[config.mk]
export PLATFORM = sky130hd
export DESIGN_NAME = coss_top
export DESIGN_NICKNAME = d
export VERILOG_FILES = /design/src/rtl/coss_sel.v /design/src/rtl/coss_top.v
export VERILOG_INCLUDE_DIRS = /design/src /design/src/rtl
export SDC_FILE = /design/constraint.sdc
export NUM_CORES = 1
export LEC_CHECK = 0
export BUFFER_PORTS_ARGS = -buffer_cell sky130_fd_sc_hd__buf_2
export CORE_ASPECT_RATIO = 0.8
export CORE_UTILIZATION = 49
export CTS_CLUSTER_SIZE = 14
export DETAILED_ROUTE_END_ITERATION = 10
export PLACE_DENSITY = 0.83
export SETUP_SLACK_MARGIN = 0.5
export SKIP_CTS_REPAIR_TIMING = 1
export SYNTH_ARGS = -nofsm -noshare
export SYNTH_HDL_FRONTEND = slang
export SYNTH_SLANG_ARGS = --single-unit
[constraint.sdc]
create_clock -name clk_i -period 2.5 [get_ports clk_i]
set_clock_uncertainty 0.1 [all_clocks]
set_input_delay 0.125 -clock clk_i [delete_from_list [all_inputs] [get_ports clk_i]]
set_output_delay 0.125 -clock clk_i [all_outputs]
set_load 0.03 [all_outputs]
[src/rtl/coss_defines.vh]
// Function
// - three outputs 4-6, independent code and form
// - writable source code, nineteen functions
// - reset: code off, form normally open
// - code 2 follows running/stopped state
// - codes 4-6: fault, warning, any alarm
// - code 7: any maintenance reminder pending
// - code 8: channel one temperature ok
// - code 9: channel two temperature ok
// - code 10: temperature-out flag
// - codes 15-16 pass contact inputs 1-2
// - normally closed inverts pass-through inputs
// - code 17 passes contact input three
// - code 18 follows one chosen alarm
// - code 19 follows one chosen reminder
// - contact inputs 1-2 raise detection alarms
`ifndef COSS_DEFINES_VH
`define COSS_DEFINES_VH

`define COSS_ADDR_W       8
`define COSS_OFS_CFG4     8'h00
`define COSS_OFS_CFG5     8'h04
`define COSS_OFS_CFG6     8'h08
`define COSS_OFS_ALSEL    8'h0C
`define COSS_OFS_MTSEL    8'h10
`define COSS_OFS_DICTL    8'h14
`define COSS_OFS_STAT     8'h18

`define COSS_SRC_W        5
`define COSS_SRC_LSB      0
`define COSS_SRC_MSB      4
`define COSS_FORM_BIT     8
`define COSS_SRC_RST      5'h01
`define COSS_FORM_RST     1'b0

`define COSS_SRC_OFF      5'h01
`define COSS_SRC_RUN      5'h02
`define COSS_SRC_MODE     5'h03
`define COSS_SRC_FAULT    5'h04
`define COSS_SRC_WARN     5'h05
`define COSS_SRC_ALARM    5'h06
`define COSS_SRC_MAINT    5'h07
`define COSS_SRC_CH1OK    5'h08
`define COSS_SRC_CH2OK    5'h09
`define COSS_SRC_TOUT     5'h0A
`define COSS_SRC_EXTT     5'h0B
`define COSS_SRC_START    5'h0C
`define COSS_SRC_FREEZE   5'h0D
`define COSS_SRC_WARMUP   5'h0E
`define COSS_SRC_DIN1     5'h0F
`define COSS_SRC_DIN2     5'h10
`define COSS_SRC_DIN3     5'h11
`define COSS_SRC_SELAL    5'h12
`define COSS_SRC_SELMT    5'h13
`define COSS_SRC_LAST     5'h13

`define COSS_ALSEL_W      6
`define COSS_ALSEL_RST    6'h00
`define COSS_MTSEL_W      4
`define COSS_MTSEL_RST    4'h0
`define COSS_DIN1_ALARM   30
`define COSS_DIN2_ALARM   31

`define COSS_DI_EN1_BIT   0
`define COSS_DI_FLT1_BIT  1
`define COSS_DI_EN2_BIT   2
`define COSS_DI_FLT2_BIT  3
`define COSS_DICTL_W      4
`define COSS_DICTL_RST    4'h0

`define COSS_ST_DET_LSB   4
`define COSS_ST_RUN_BIT   8
`define COSS_ST_FLT_BIT   9
`define COSS_ST_WRN_BIT   10
`define COSS_ST_ANY_BIT   11

`endif

[src/rtl/coss_sel.v]
`timescale 1ns/1ps
`include "coss_defines.vh"

module coss_sel
(
  input  wire                   clk_i,
  input  wire                   rst_i,
  input  wire [`COSS_SRC_W-1:0] src_i,
  input  wire                   form_nc_i,
  input  wire [31:0]            src_vec_i,
  output reg                    closed_o
);

  reg active;

  always @*
  begin
    // codes above the table, and off, leave the output inactive
    if (src_i > `COSS_SRC_LAST)
      active = 1'b0;
    else
      active = src_vec_i[src_i];
  end

  // contact closed = active, flipped by normally closed form
  always @(posedge clk_i or posedge rst_i)
  begin
    if (rst_i)
      closed_o <= 1'b0;
    else
      closed_o <= active ^ form_nc_i;
  end

endmodule

[src/rtl/coss_top.v]
`timescale 1ns/1ps
`include "coss_defines.vh"

module coss_top
#(
  parameter ALARM_W = 46,
  parameter MAINT_W = 12
)
(
  input  wire                    clk_i,
  input  wire                    rst_i,
  input  wire [`COSS_ADDR_W-1:0] avs_address_i,
  input  wire                    avs_read_i,
  input  wire                    avs_write_i,
  input  wire [3:0]              avs_byteenable_i,
  input  wire [31:0]             avs_writedata_i,
  output reg  [31:0]             avs_readdata_o,
  output reg                     avs_waitrequest_o,
  input  wire                    running_i,
  input  wire                    local_contact_control_mode_i,
  input  wire                    stop_on_fault_alarm_i,
  input  wire                    continue_on_warning_alarm_i,
  input  wire [ALARM_W-1:0]      alarm_i,
  input  wire [MAINT_W-1:0]      maint_i,
  input  wire                    chan1_temperature_ok_i,
  input  wire                    chan2_temperature_ok_i,
  input  wire                    temp_out_i,
  input  wire                    startup_en_i,
  input  wire                    anti_freeze_en_i,
  input  wire                    warm_up_en_i,
  input  wire                    contact_in1_i,
  input  wire                    contact_in2_i,
  input  wire                    contact_in3_i,
  output wire [2:0]              contact_closed_o,
  output reg  [1:0]              din_alarm_o,
  output reg                     din_fault_o,
  output reg                     din_warn_o
);

  localparam NOUT = 3;

  reg  [`COSS_SRC_W-1:0]   src_q [0:NOUT-1];
  reg  [NOUT-1:0]          form_nc_q;
  reg  [`COSS_ALSEL_W-1:0] alsel_q;
  reg  [`COSS_MTSEL_W-1:0] mtsel_q;
  reg  [`COSS_DICTL_W-1:0] dictl_q;
  reg  [1:0]               det_d;
  reg                      det_flt_d;
  reg                      det_wrn_d;

  reg  [ALARM_W-1:0]       alarm_vec;
  reg                      fault_any;
  reg                      warn_any;
  reg                      any_alarm;
  reg                      maint_any;
  reg                      alarm_pick;
  reg                      maint_pick;
  reg  [31:0]              src_vec;

  reg                      req_hit;
  reg  [31:0]              rd_mux;
  wire                     req;
  wire                     commit;

  assign req    = avs_read_i | avs_write_i;
  assign commit = req & ~avs_waitrequest_o;

  // contact input detection alarms, level flags while input is seen
  always @*
  begin
    det_d[0]  = dictl_q[`COSS_DI_EN1_BIT] & contact_in1_i;
    det_d[1]  = dictl_q[`COSS_DI_EN2_BIT] & contact_in2_i;
    det_flt_d = (det_d[0] & dictl_q[`COSS_DI_FLT1_BIT]) |
                (det_d[1] & dictl_q[`COSS_DI_FLT2_BIT]);
    det_wrn_d = (det_d[0] & ~dictl_q[`COSS_DI_FLT1_BIT]) |
                (det_d[1] & ~dictl_q[`COSS_DI_FLT2_BIT]);
  end

  always @(posedge clk_i or posedge rst_i)
  begin
    if (rst_i)
    begin
      din_alarm_o <= 2'b00;
      din_fault_o <= 1'b0;
      din_warn_o  <= 1'b0;
    end
    else
    begin
      din_alarm_o <= det_d;
      din_fault_o <= det_flt_d;
      din_warn_o  <= det_wrn_d;
    end
  end

  // detection flags take their alarm slots in the selectable list
  always @*
  begin
    alarm_vec = alarm_i;
    alarm_vec[`COSS_DIN1_ALARM] = alarm_i[`COSS_DIN1_ALARM] |
                                  din_alarm_o[0];
    alarm_vec[`COSS_DIN2_ALARM] = alarm_i[`COSS_DIN2_ALARM] |
                                  din_alarm_o[1];
  end

  always @*
  begin
    fault_any = stop_on_fault_alarm_i | din_fault_o;
    warn_any  = continue_on_warning_alarm_i | din_warn_o;
    any_alarm = (|alarm_vec) | fault_any | warn_any;
    maint_any = |maint_i;
    // an index past the list selects nothing rather than an x
    if (alsel_q < ALARM_W)
      alarm_pick = alarm_vec[alsel_q];
    else
      alarm_pick = 1'b0;
    if (mtsel_q < MAINT_W)
      maint_pick = maint_i[mtsel_q];
    else
      maint_pick = 1'b0;
  end

  // candidate sources indexed by source code
  always @*
  begin
    src_vec = 32'h0000_0000;
    src_vec[`COSS_SRC_OFF]    = 1'b0;
    src_vec[`COSS_SRC_RUN]    = running_i;
    src_vec[`COSS_SRC_MODE]   = local_contact_control_mode_i;
    src_vec[`COSS_SRC_FAULT]  = fault_any;
    src_vec[`COSS_SRC_WARN]   = warn_any;
    src_vec[`COSS_SRC_ALARM]  = any_alarm;
    src_vec[`COSS_SRC_MAINT]  = maint_any;
    src_vec[`COSS_SRC_CH1OK]  = chan1_temperature_ok_i;
    src_vec[`COSS_SRC_CH2OK]  = chan2_temperature_ok_i;
    src_vec[`COSS_SRC_TOUT]   = temp_out_i;
    src_vec[`COSS_SRC_EXTT]   = 1'b0;
    src_vec[`COSS_SRC_START]  = startup_en_i;
    src_vec[`COSS_SRC_FREEZE] = anti_freeze_en_i;
    src_vec[`COSS_SRC_WARMUP] = warm_up_en_i;
    src_vec[`COSS_SRC_DIN1]   = contact_in1_i;
    src_vec[`COSS_SRC_DIN2]   = contact_in2_i;
    src_vec[`COSS_SRC_DIN3]   = contact_in3_i;
    src_vec[`COSS_SRC_SELAL]  = alarm_pick;
    src_vec[`COSS_SRC_SELMT]  = maint_pick;
  end

  genvar g;
  generate
    for (g = 0; g < NOUT; g = g + 1)
    begin : g_out
      coss_sel u_sel
      (
        .clk_i     (clk_i),
        .rst_i     (rst_i),
        .src_i     (src_q[g]),
        .form_nc_i (form_nc_q[g]),
        .src_vec_i (src_vec),
        .closed_o  (contact_closed_o[g])
      );
    end
  endgenerate

  // read mux; unmapped offsets read zero
  always @*
  begin
    req_hit = 1'b1;
    rd_mux  = 32'h0000_0000;
    case (avs_address_i)
      `COSS_OFS_CFG4:
      begin
        rd_mux[`COSS_SRC_MSB:`COSS_SRC_LSB] = src_q[0];
        rd_mux[`COSS_FORM_BIT] = form_nc_q[0];
      end
      `COSS_OFS_CFG5:
      begin
        rd_mux[`COSS_SRC_MSB:`COSS_SRC_LSB] = src_q[1];
        rd_mux[`COSS_FORM_BIT] = form_nc_q[1];
      end
      `COSS_OFS_CFG6:
      begin
        rd_mux[`COSS_SRC_MSB:`COSS_SRC_LSB] = src_q[2];
        rd_mux[`COSS_FORM_BIT] = form_nc_q[2];
      end
      `COSS_OFS_ALSEL:
        rd_mux[`COSS_ALSEL_W-1:0] = alsel_q;
      `COSS_OFS_MTSEL:
        rd_mux[`COSS_MTSEL_W-1:0] = mtsel_q;
      `COSS_OFS_DICTL:
        rd_mux[`COSS_DICTL_W-1:0] = dictl_q;
      `COSS_OFS_STAT:
      begin
        rd_mux[NOUT-1:0] = contact_closed_o;
        rd_mux[`COSS_ST_DET_LSB+1:`COSS_ST_DET_LSB] = din_alarm_o;
        rd_mux[`COSS_ST_RUN_BIT] = running_i;
        rd_mux[`COSS_ST_FLT_BIT] = fault_any;
        rd_mux[`COSS_ST_WRN_BIT] = warn_any;
        rd_mux[`COSS_ST_ANY_BIT] = any_alarm;
      end
      default:
        req_hit = 1'b0;
    endcase
  end

  // two-cycle answer: wait drops the cycle after a request shows,
  // the access completes at the edge that sees it low
  always @(posedge clk_i or posedge rst_i)
  begin
    if (rst_i)
    begin
      avs_waitrequest_o <= 1'b1;
      avs_readdata_o    <= 32'h0000_0000;
    end
    else if (req & avs_waitrequest_o)
    begin
      avs_waitrequest_o <= 1'b0;
      if (avs_read_i & req_hit)
        avs_readdata_o <= rd_mux;
      else
        avs_readdata_o <= 32'h0000_0000;
    end
    else
      avs_waitrequest_o <= 1'b1;
  end

  // configuration registers; writes land on the completing edge
  genvar k;
  generate
    for (k = 0; k < NOUT; k = k + 1)
    begin : g_cfg
      always @(posedge clk_i or posedge rst_i)
      begin
        if (rst_i)
        begin
          src_q[k]     <= `COSS_SRC_RST;
          form_nc_q[k] <= `COSS_FORM_RST;
        end
        else if (commit & avs_write_i &
                 (avs_address_i == (`COSS_OFS_CFG4 + 8'h04 * k)))
        begin
          if (avs_byteenable_i[0])
            src_q[k] <=
              avs_writedata_i[`COSS_SRC_MSB:`COSS_SRC_LSB];
          if (avs_byteenable_i[1])
            form_nc_q[k] <= avs_writedata_i[`COSS_FORM_BIT];
        end
      end
    end
  endgenerate

  always @(posedge clk_i or posedge rst_i)
  begin
    if (rst_i)
    begin
      alsel_q <= `COSS_ALSEL_RST;
      mtsel_q <= `COSS_MTSEL_RST;
      dictl_q <= `COSS_DICTL_RST;
    end
    else if (commit & avs_write_i & avs_byteenable_i[0])
    begin
      case (avs_address_i)
        `COSS_OFS_ALSEL:
          alsel_q <= avs_writedata_i[`COSS_ALSEL_W-1:0];
        `COSS_OFS_MTSEL:
          mtsel_q <= avs_writedata_i[`COSS_MTSEL_W-1:0];
        `COSS_OFS_DICTL:
          dictl_q <= avs_writedata_i[`COSS_DICTL_W-1:0];
        default:
          dictl_q <= dictl_q;
      endcase
    end
  end

endmodule

Word-level counts from Yosys, hierarchy flattened

Index checks and enable logic that the tools add are counted.

Flip-flop bits (word level): 72
Bits of input ports: 119
Output and inout bits: 40

Magnitude comparators: 10
Equality and inequality tests: 6
Multiplexer cells: 24
Bitwise gates (word level): 29
Reduce and logical (&&, ||, !) cells: 13

Operators with widths:

| cell                 | count |
|---|---|
| $reduce_or A46 Y1    | 1 |
| $eq A8 B5 Y1 const B | 3 |
| $pmux W3 S7          | 1 |
| $lt A5 B6 Y1 const B | 3 |
| $reduce_and A2 Y1    | 9 |
| $eq A8 B4 Y1 const B | 2 |
| $bmux W1 S5          | 3 |
| $gt A5 B5 Y1 const B | 3 |
| $and A1 B1 Y1        | 14 |
| $mux W1              | 12 |
| $mux W12             | 1 |
| $reduce_or A12 Y1    | 1 |
| $or A1 B1 Y1         | 9 |
| $eq A8 B3 Y1 const B | 1 |
| $logic_not A8 Y1     | 1 |
| $lt A6 B7 Y1 const B | 1 |
| $reduce_or A7 Y1     | 1 |
| $bmux W1 S6          | 1 |
| $lt A6 B6 Y1 const B | 1 |
| $pmux W1 S6          | 1 |
| $lt A4 B5 Y1 const B | 1 |
| $pmux W1 S5          | 1 |
| $bmux W1 S4          | 1 |
| $lt A4 B4 Y1 const B | 1 |
| other kinds (5)      | 9 |

Longest topological paths before layout

Depth in word-level cells: 8
Depth in mapped cells: 9
Mapped depth without buffers: 7

Hierarchy

A second synthesis with hierarchy kept.

Cells, all modules: 308
Area, all modules: 3704.8 um^2

By module, submodules not included:

| module   | times used | cells an instance | area each (um^2) |
|---|---|---|---|
| coss_top | 1          | 272               | 3062.9 |
| coss_sel | 3          | 12                | 214.0 |

Worst setup path before layout

No wires, ideal clock.

Path kind: register to register
Start: register alsel_q[1]
End: register g_out[2].u_sel.closed_o
Library setup time: 0.122 ns
Arrival time: 1.908 ns
Required time: 2.278 ns
Slack: 0.369 ns
Stages on the path, launching flop included: 10
Path buffers: 2
Period minus slack after synthesis: 2.131 ns
Path through: dfrtp_1 > buf_2 > buf_4 > and3b_1 > a221oi_2 > o221ai_1 > a222oi_1 > nand2_1 > a41o_1 > xnor2_1

Cells in the longest elaborated chain, start to end: 7
Elaborated cells on any way between the ends: 8

RTL lines:

| item                              | RTL line       | source |
|---|---|---|
| start: declaration                | coss_top.v:44  | `` reg [`COSS_ALSEL_W-1:0] alsel_q; `` |
| start signal: assignment          | coss_top.v:254 | `` alsel_q <= `COSS_ALSEL_RST; `` |
| start signal: assignment          | coss_top.v:262 | `` alsel_q <= avs_writedata_i[`COSS_ALSEL_W-1:0]; `` |
| $bmux W1 S6                       | coss_top.v:113 | `alarm_pick = alarm_vec[alsel_q];` |
| $mux W1 (not written as such)     | coss_top.v:113 |  |
| $mux W1 (*)                       | coss_top.v:112 | `if (alsel_q < ALARM_W)` |
| $bmux W1 S5 (*)                   | coss_sel.v:22  | `active = src_vec_i[src_i];` |
| $mux W1 (not written as such) (*) | coss_sel.v:22  |  |
| $mux W1 (*)                       | coss_sel.v:19  | `` if (src_i > `COSS_SRC_LAST) `` |
| $xor A1 B1 Y1 (*)                 | coss_sel.v:31  | `closed_o <= active ^ form_nc_i;` |
| end signal: assignment            | coss_sel.v:31  |  |
| end: declaration                  | coss_sel.v:11  | `output reg closed_o` |

Every way passes the cells marked *; elsewhere a longest branch is shown, timed or not. The select of a mux whose other input is x is not followed.
A chain may end at the register's enable or synchronous reset.

Worst setup path after layout

Start: register alsel_q[0]
End: register g_out[2].u_sel.closed_o

Same word-level chain as after synthesis.

==> results.json <==
{
  "status": "finished, violations left",
  "violations": "negative hold slack",
  "slew_headroom": 0.3022,
  "worst_ep_arrival_time_ns": 2.49,
  "rsz0062_at_grt": "true",
  "setup_violations": 0,
  "synth_edf_count": 0,
  "die_area_mm2": 0.007836,
  "clock_sinks": 50,
  "powerDensity_mw_per_mm2": 399.2,
  "clk_pin_slew_ns": 0.10,
  "grt_first_pass_wirelength_um": 16060,
  "tritoncts": "yes",
  "numCtsBuffers": 5,
  "synth_cell_types": 49,
  "routedWlPerCell_um": 18.82,
  "detail_route.first_pass.iterations": 5,
  "synthTopCellsByArea": "dfrtp_1 (31%), mux2_2 (11%), mux4_2 (5.5%)",
  "leakage_uw": 0.002055,
  "synth_most_common_cell": "dfrtp_1",
  "synthArstFlopShare": 1.000,
  "finalHoldViolations": 46,
  "hold-worst-slack_ns": -0.04191,
  "synth_cells": 360,
  "synth-seq-cells": 50,
  "start_kind": "flop",
  "clockRootBuffer": "clkbuf_8",
  "finalSetupTns_ns": 0,
  "antenna_cells": 0,
  "yosysTopAreaCell": "dfrtp_1",
  "slew_violations": 0,
  "postRouteWirelength_um": 10450,
  "yosysTopAreaCellShare": 0.3139,
  "avgSynthCellArea_um2": 10.19,
  "synth_common_cells": "dfrtp_1 (46), mux2_2 (37), nand2_1 (30)",
  "grt_use_total": 0.2677,
  "reg2reg_depth": 9,
  "period_share": 0.9524,
  "worstMarginPinSlew_ns": 1.045,
  "syn_to_final_growth_pct": 20.81,
  "seq_area_frac_synth": 0.3425,
  "crit_fanout": 5,
  "maxCapViolCount": 0,
  "drt-initial-drc-count": 329,
  "hold_path.class": "primary input to async pin",
  "ant_nets": 0,
  "crit_required_ns": 2.61,
  "clock.fmax_mhz": 420.0,
  "drive_above_1_share": 0.4038,
  "vias": 3456,
  "io_buffer_count": 109,
  "period_minus_slack_ns": 2.381,
  "synth-main-ff-cell": "dfrtp_1",
  "io_pins": 159,
  "die_x_um": 98.72,
  "critPathKind": "flop to flop",
  "vias_per_cell": 6.227,
  "grt_max_degree": 51,
  "hpwl_um": 7914,
  "final_nets": 586,
  "initial_core_util": 0.5194,
  "syn-cell-area_mm2": 0.003667,
  "die_y_um": 79.38,
  "irDropWorstVdd_mv": 0.2294,
  "antenna_found_initial": 0,
  "place_congestion": 0.9166,
  "grt_pass1_vias": 3181,
  "fp.coreArea_mm2": 0.007061,
  "n_fill_cell": 550,
  "r2r_setup_slack_ns": 0.12,
  "clk_latency_ns": 0.31,
  "grt_overflow": 0,
  "clock_path_buffers": 2,
  "end_kind": "flop",
  "rows": 27,
  "htree_levels": 2,
  "drc": 0,
  "synth-warning-count": 0
}
==> metal layers <==
| metal | track usage | vias to the layer above | wire length, um |
|---|---|---|---|
| li1 | - | 1549 | - |
| met2 | 0.4211 | 224 | 4677 |
| met5 | 0 | - | 0 |
| met4 | 0.06567 | 0 | 156 |
| met3 | 0.04729 | 17 | 1033 |
| met1 | 0.3857 | 1666 | 4580 |
==> worst paths after layout <==
check / start / end
max in group asynchronous: rst_i / alsel_q[0]
worst min register to register: avs_readdata_o[2] / avs_readdata_o[2]
worst max register to register: alsel_q[0] / g_out[2].u_sel.closed_o
worst min-delay path: rst_i / avs_readdata_o[0]
worst max-delay path: alsel_q[0] / g_out[2].u_sel.closed_o
min in group clk_i: avs_writedata_i[4] / src_q[14]
==> state kept, by name, summed over array words and instances (netlist names) <==
register              count
alsel_q                   6
avs_readdata_o           10
avs_waitrequest_o         1
dictl_q                   4
din_alarm_o               2
din_fault_o               1
din_warn_o                1
form_nc_q                 3
g_out.u_sel.closed_o      3
mtsel_q                   4
src_q                    15
==> area by class of cell <==
cell class / count / area, um2 / share of cell area
Sequential cell: 50 / 1260 / 0.2844
Timing Repair Buffer: 125 / 732.0 / 0.1652
Tap cell: 87 / 108.9 / 0.02457
Clock inverter: 3 / 48.80 / 0.01101
Clock buffer: 5 / 68.82 / 0.01553
Inverter: 11 / 41.29 / 0.009319
Multi-Input combinational cell: 274 / 2171 / 0.4900
==> logic make-up after synthesis <==
group,share of synthesized area
AND/OR/NAND/NOR,0.1617
multiplexers,0.2682
AO/OA/AOI/OAI,0.1266
buffers and inverters,0.09280
flip-flops,0.3425
XOR/XNOR,0.007166
other,0.001023
==> power by group <==
group / switching, uW / internal [uW]
Clock: 299 / 305
Combinational: 193 / 130
Sequential: 18.3 / 823
==> critical path, cell delays in order, from the launching register on <==
cell	delay [ns]
dfrtp_2	0.49
buf_12	0.17
mux2i_1	0.16
a221oi_2	0.29
o221ai_1	0.16
a222oi_1	0.29
buf_4	0.20
nand2_1	0.05
a41o_1	0.24
xnor2_1	0.13
==> cell usage in the layout (no fill, tap or decap), drive strengths merged, types with 3 or more instances in the layout <==
master and n:
o2111ai 3, and3b 4, nor2 14, and2 7, nor3b 3, clkbuf 7
a41o 3, mux2i 18, nand3 10, buf 121, a21oi 4, nor4 20
o21ai 16, nand4 4, nor2b 5, mux2 37, a22oi 4, dfrtp 46
nand2 30, nor3 9, dfstp 4, o211ai 5, conb 22, a21o 4
a211oi 7, o31ai 4, mux4 16, inv 12, a221oi 3, xnor2 3
==> per-stage QoR <==
stage	setup WS, ns	util	cells	power, uW	cell area [um2]
after CTS	0.03181	0.6068	546	1752	4284
final	0.1191	0.6275	555	1769	4431
after detailed placement	0.05849	0.5901	538	1161	4167
after global routing	0.09268	0.6275	555	1829	4431
after global placement	0.1372	0.5901	538	1153	4167
after floorplan	0.3825	-	381	1055	3756
Note: power is estimated with default switching activity, not from simulation.
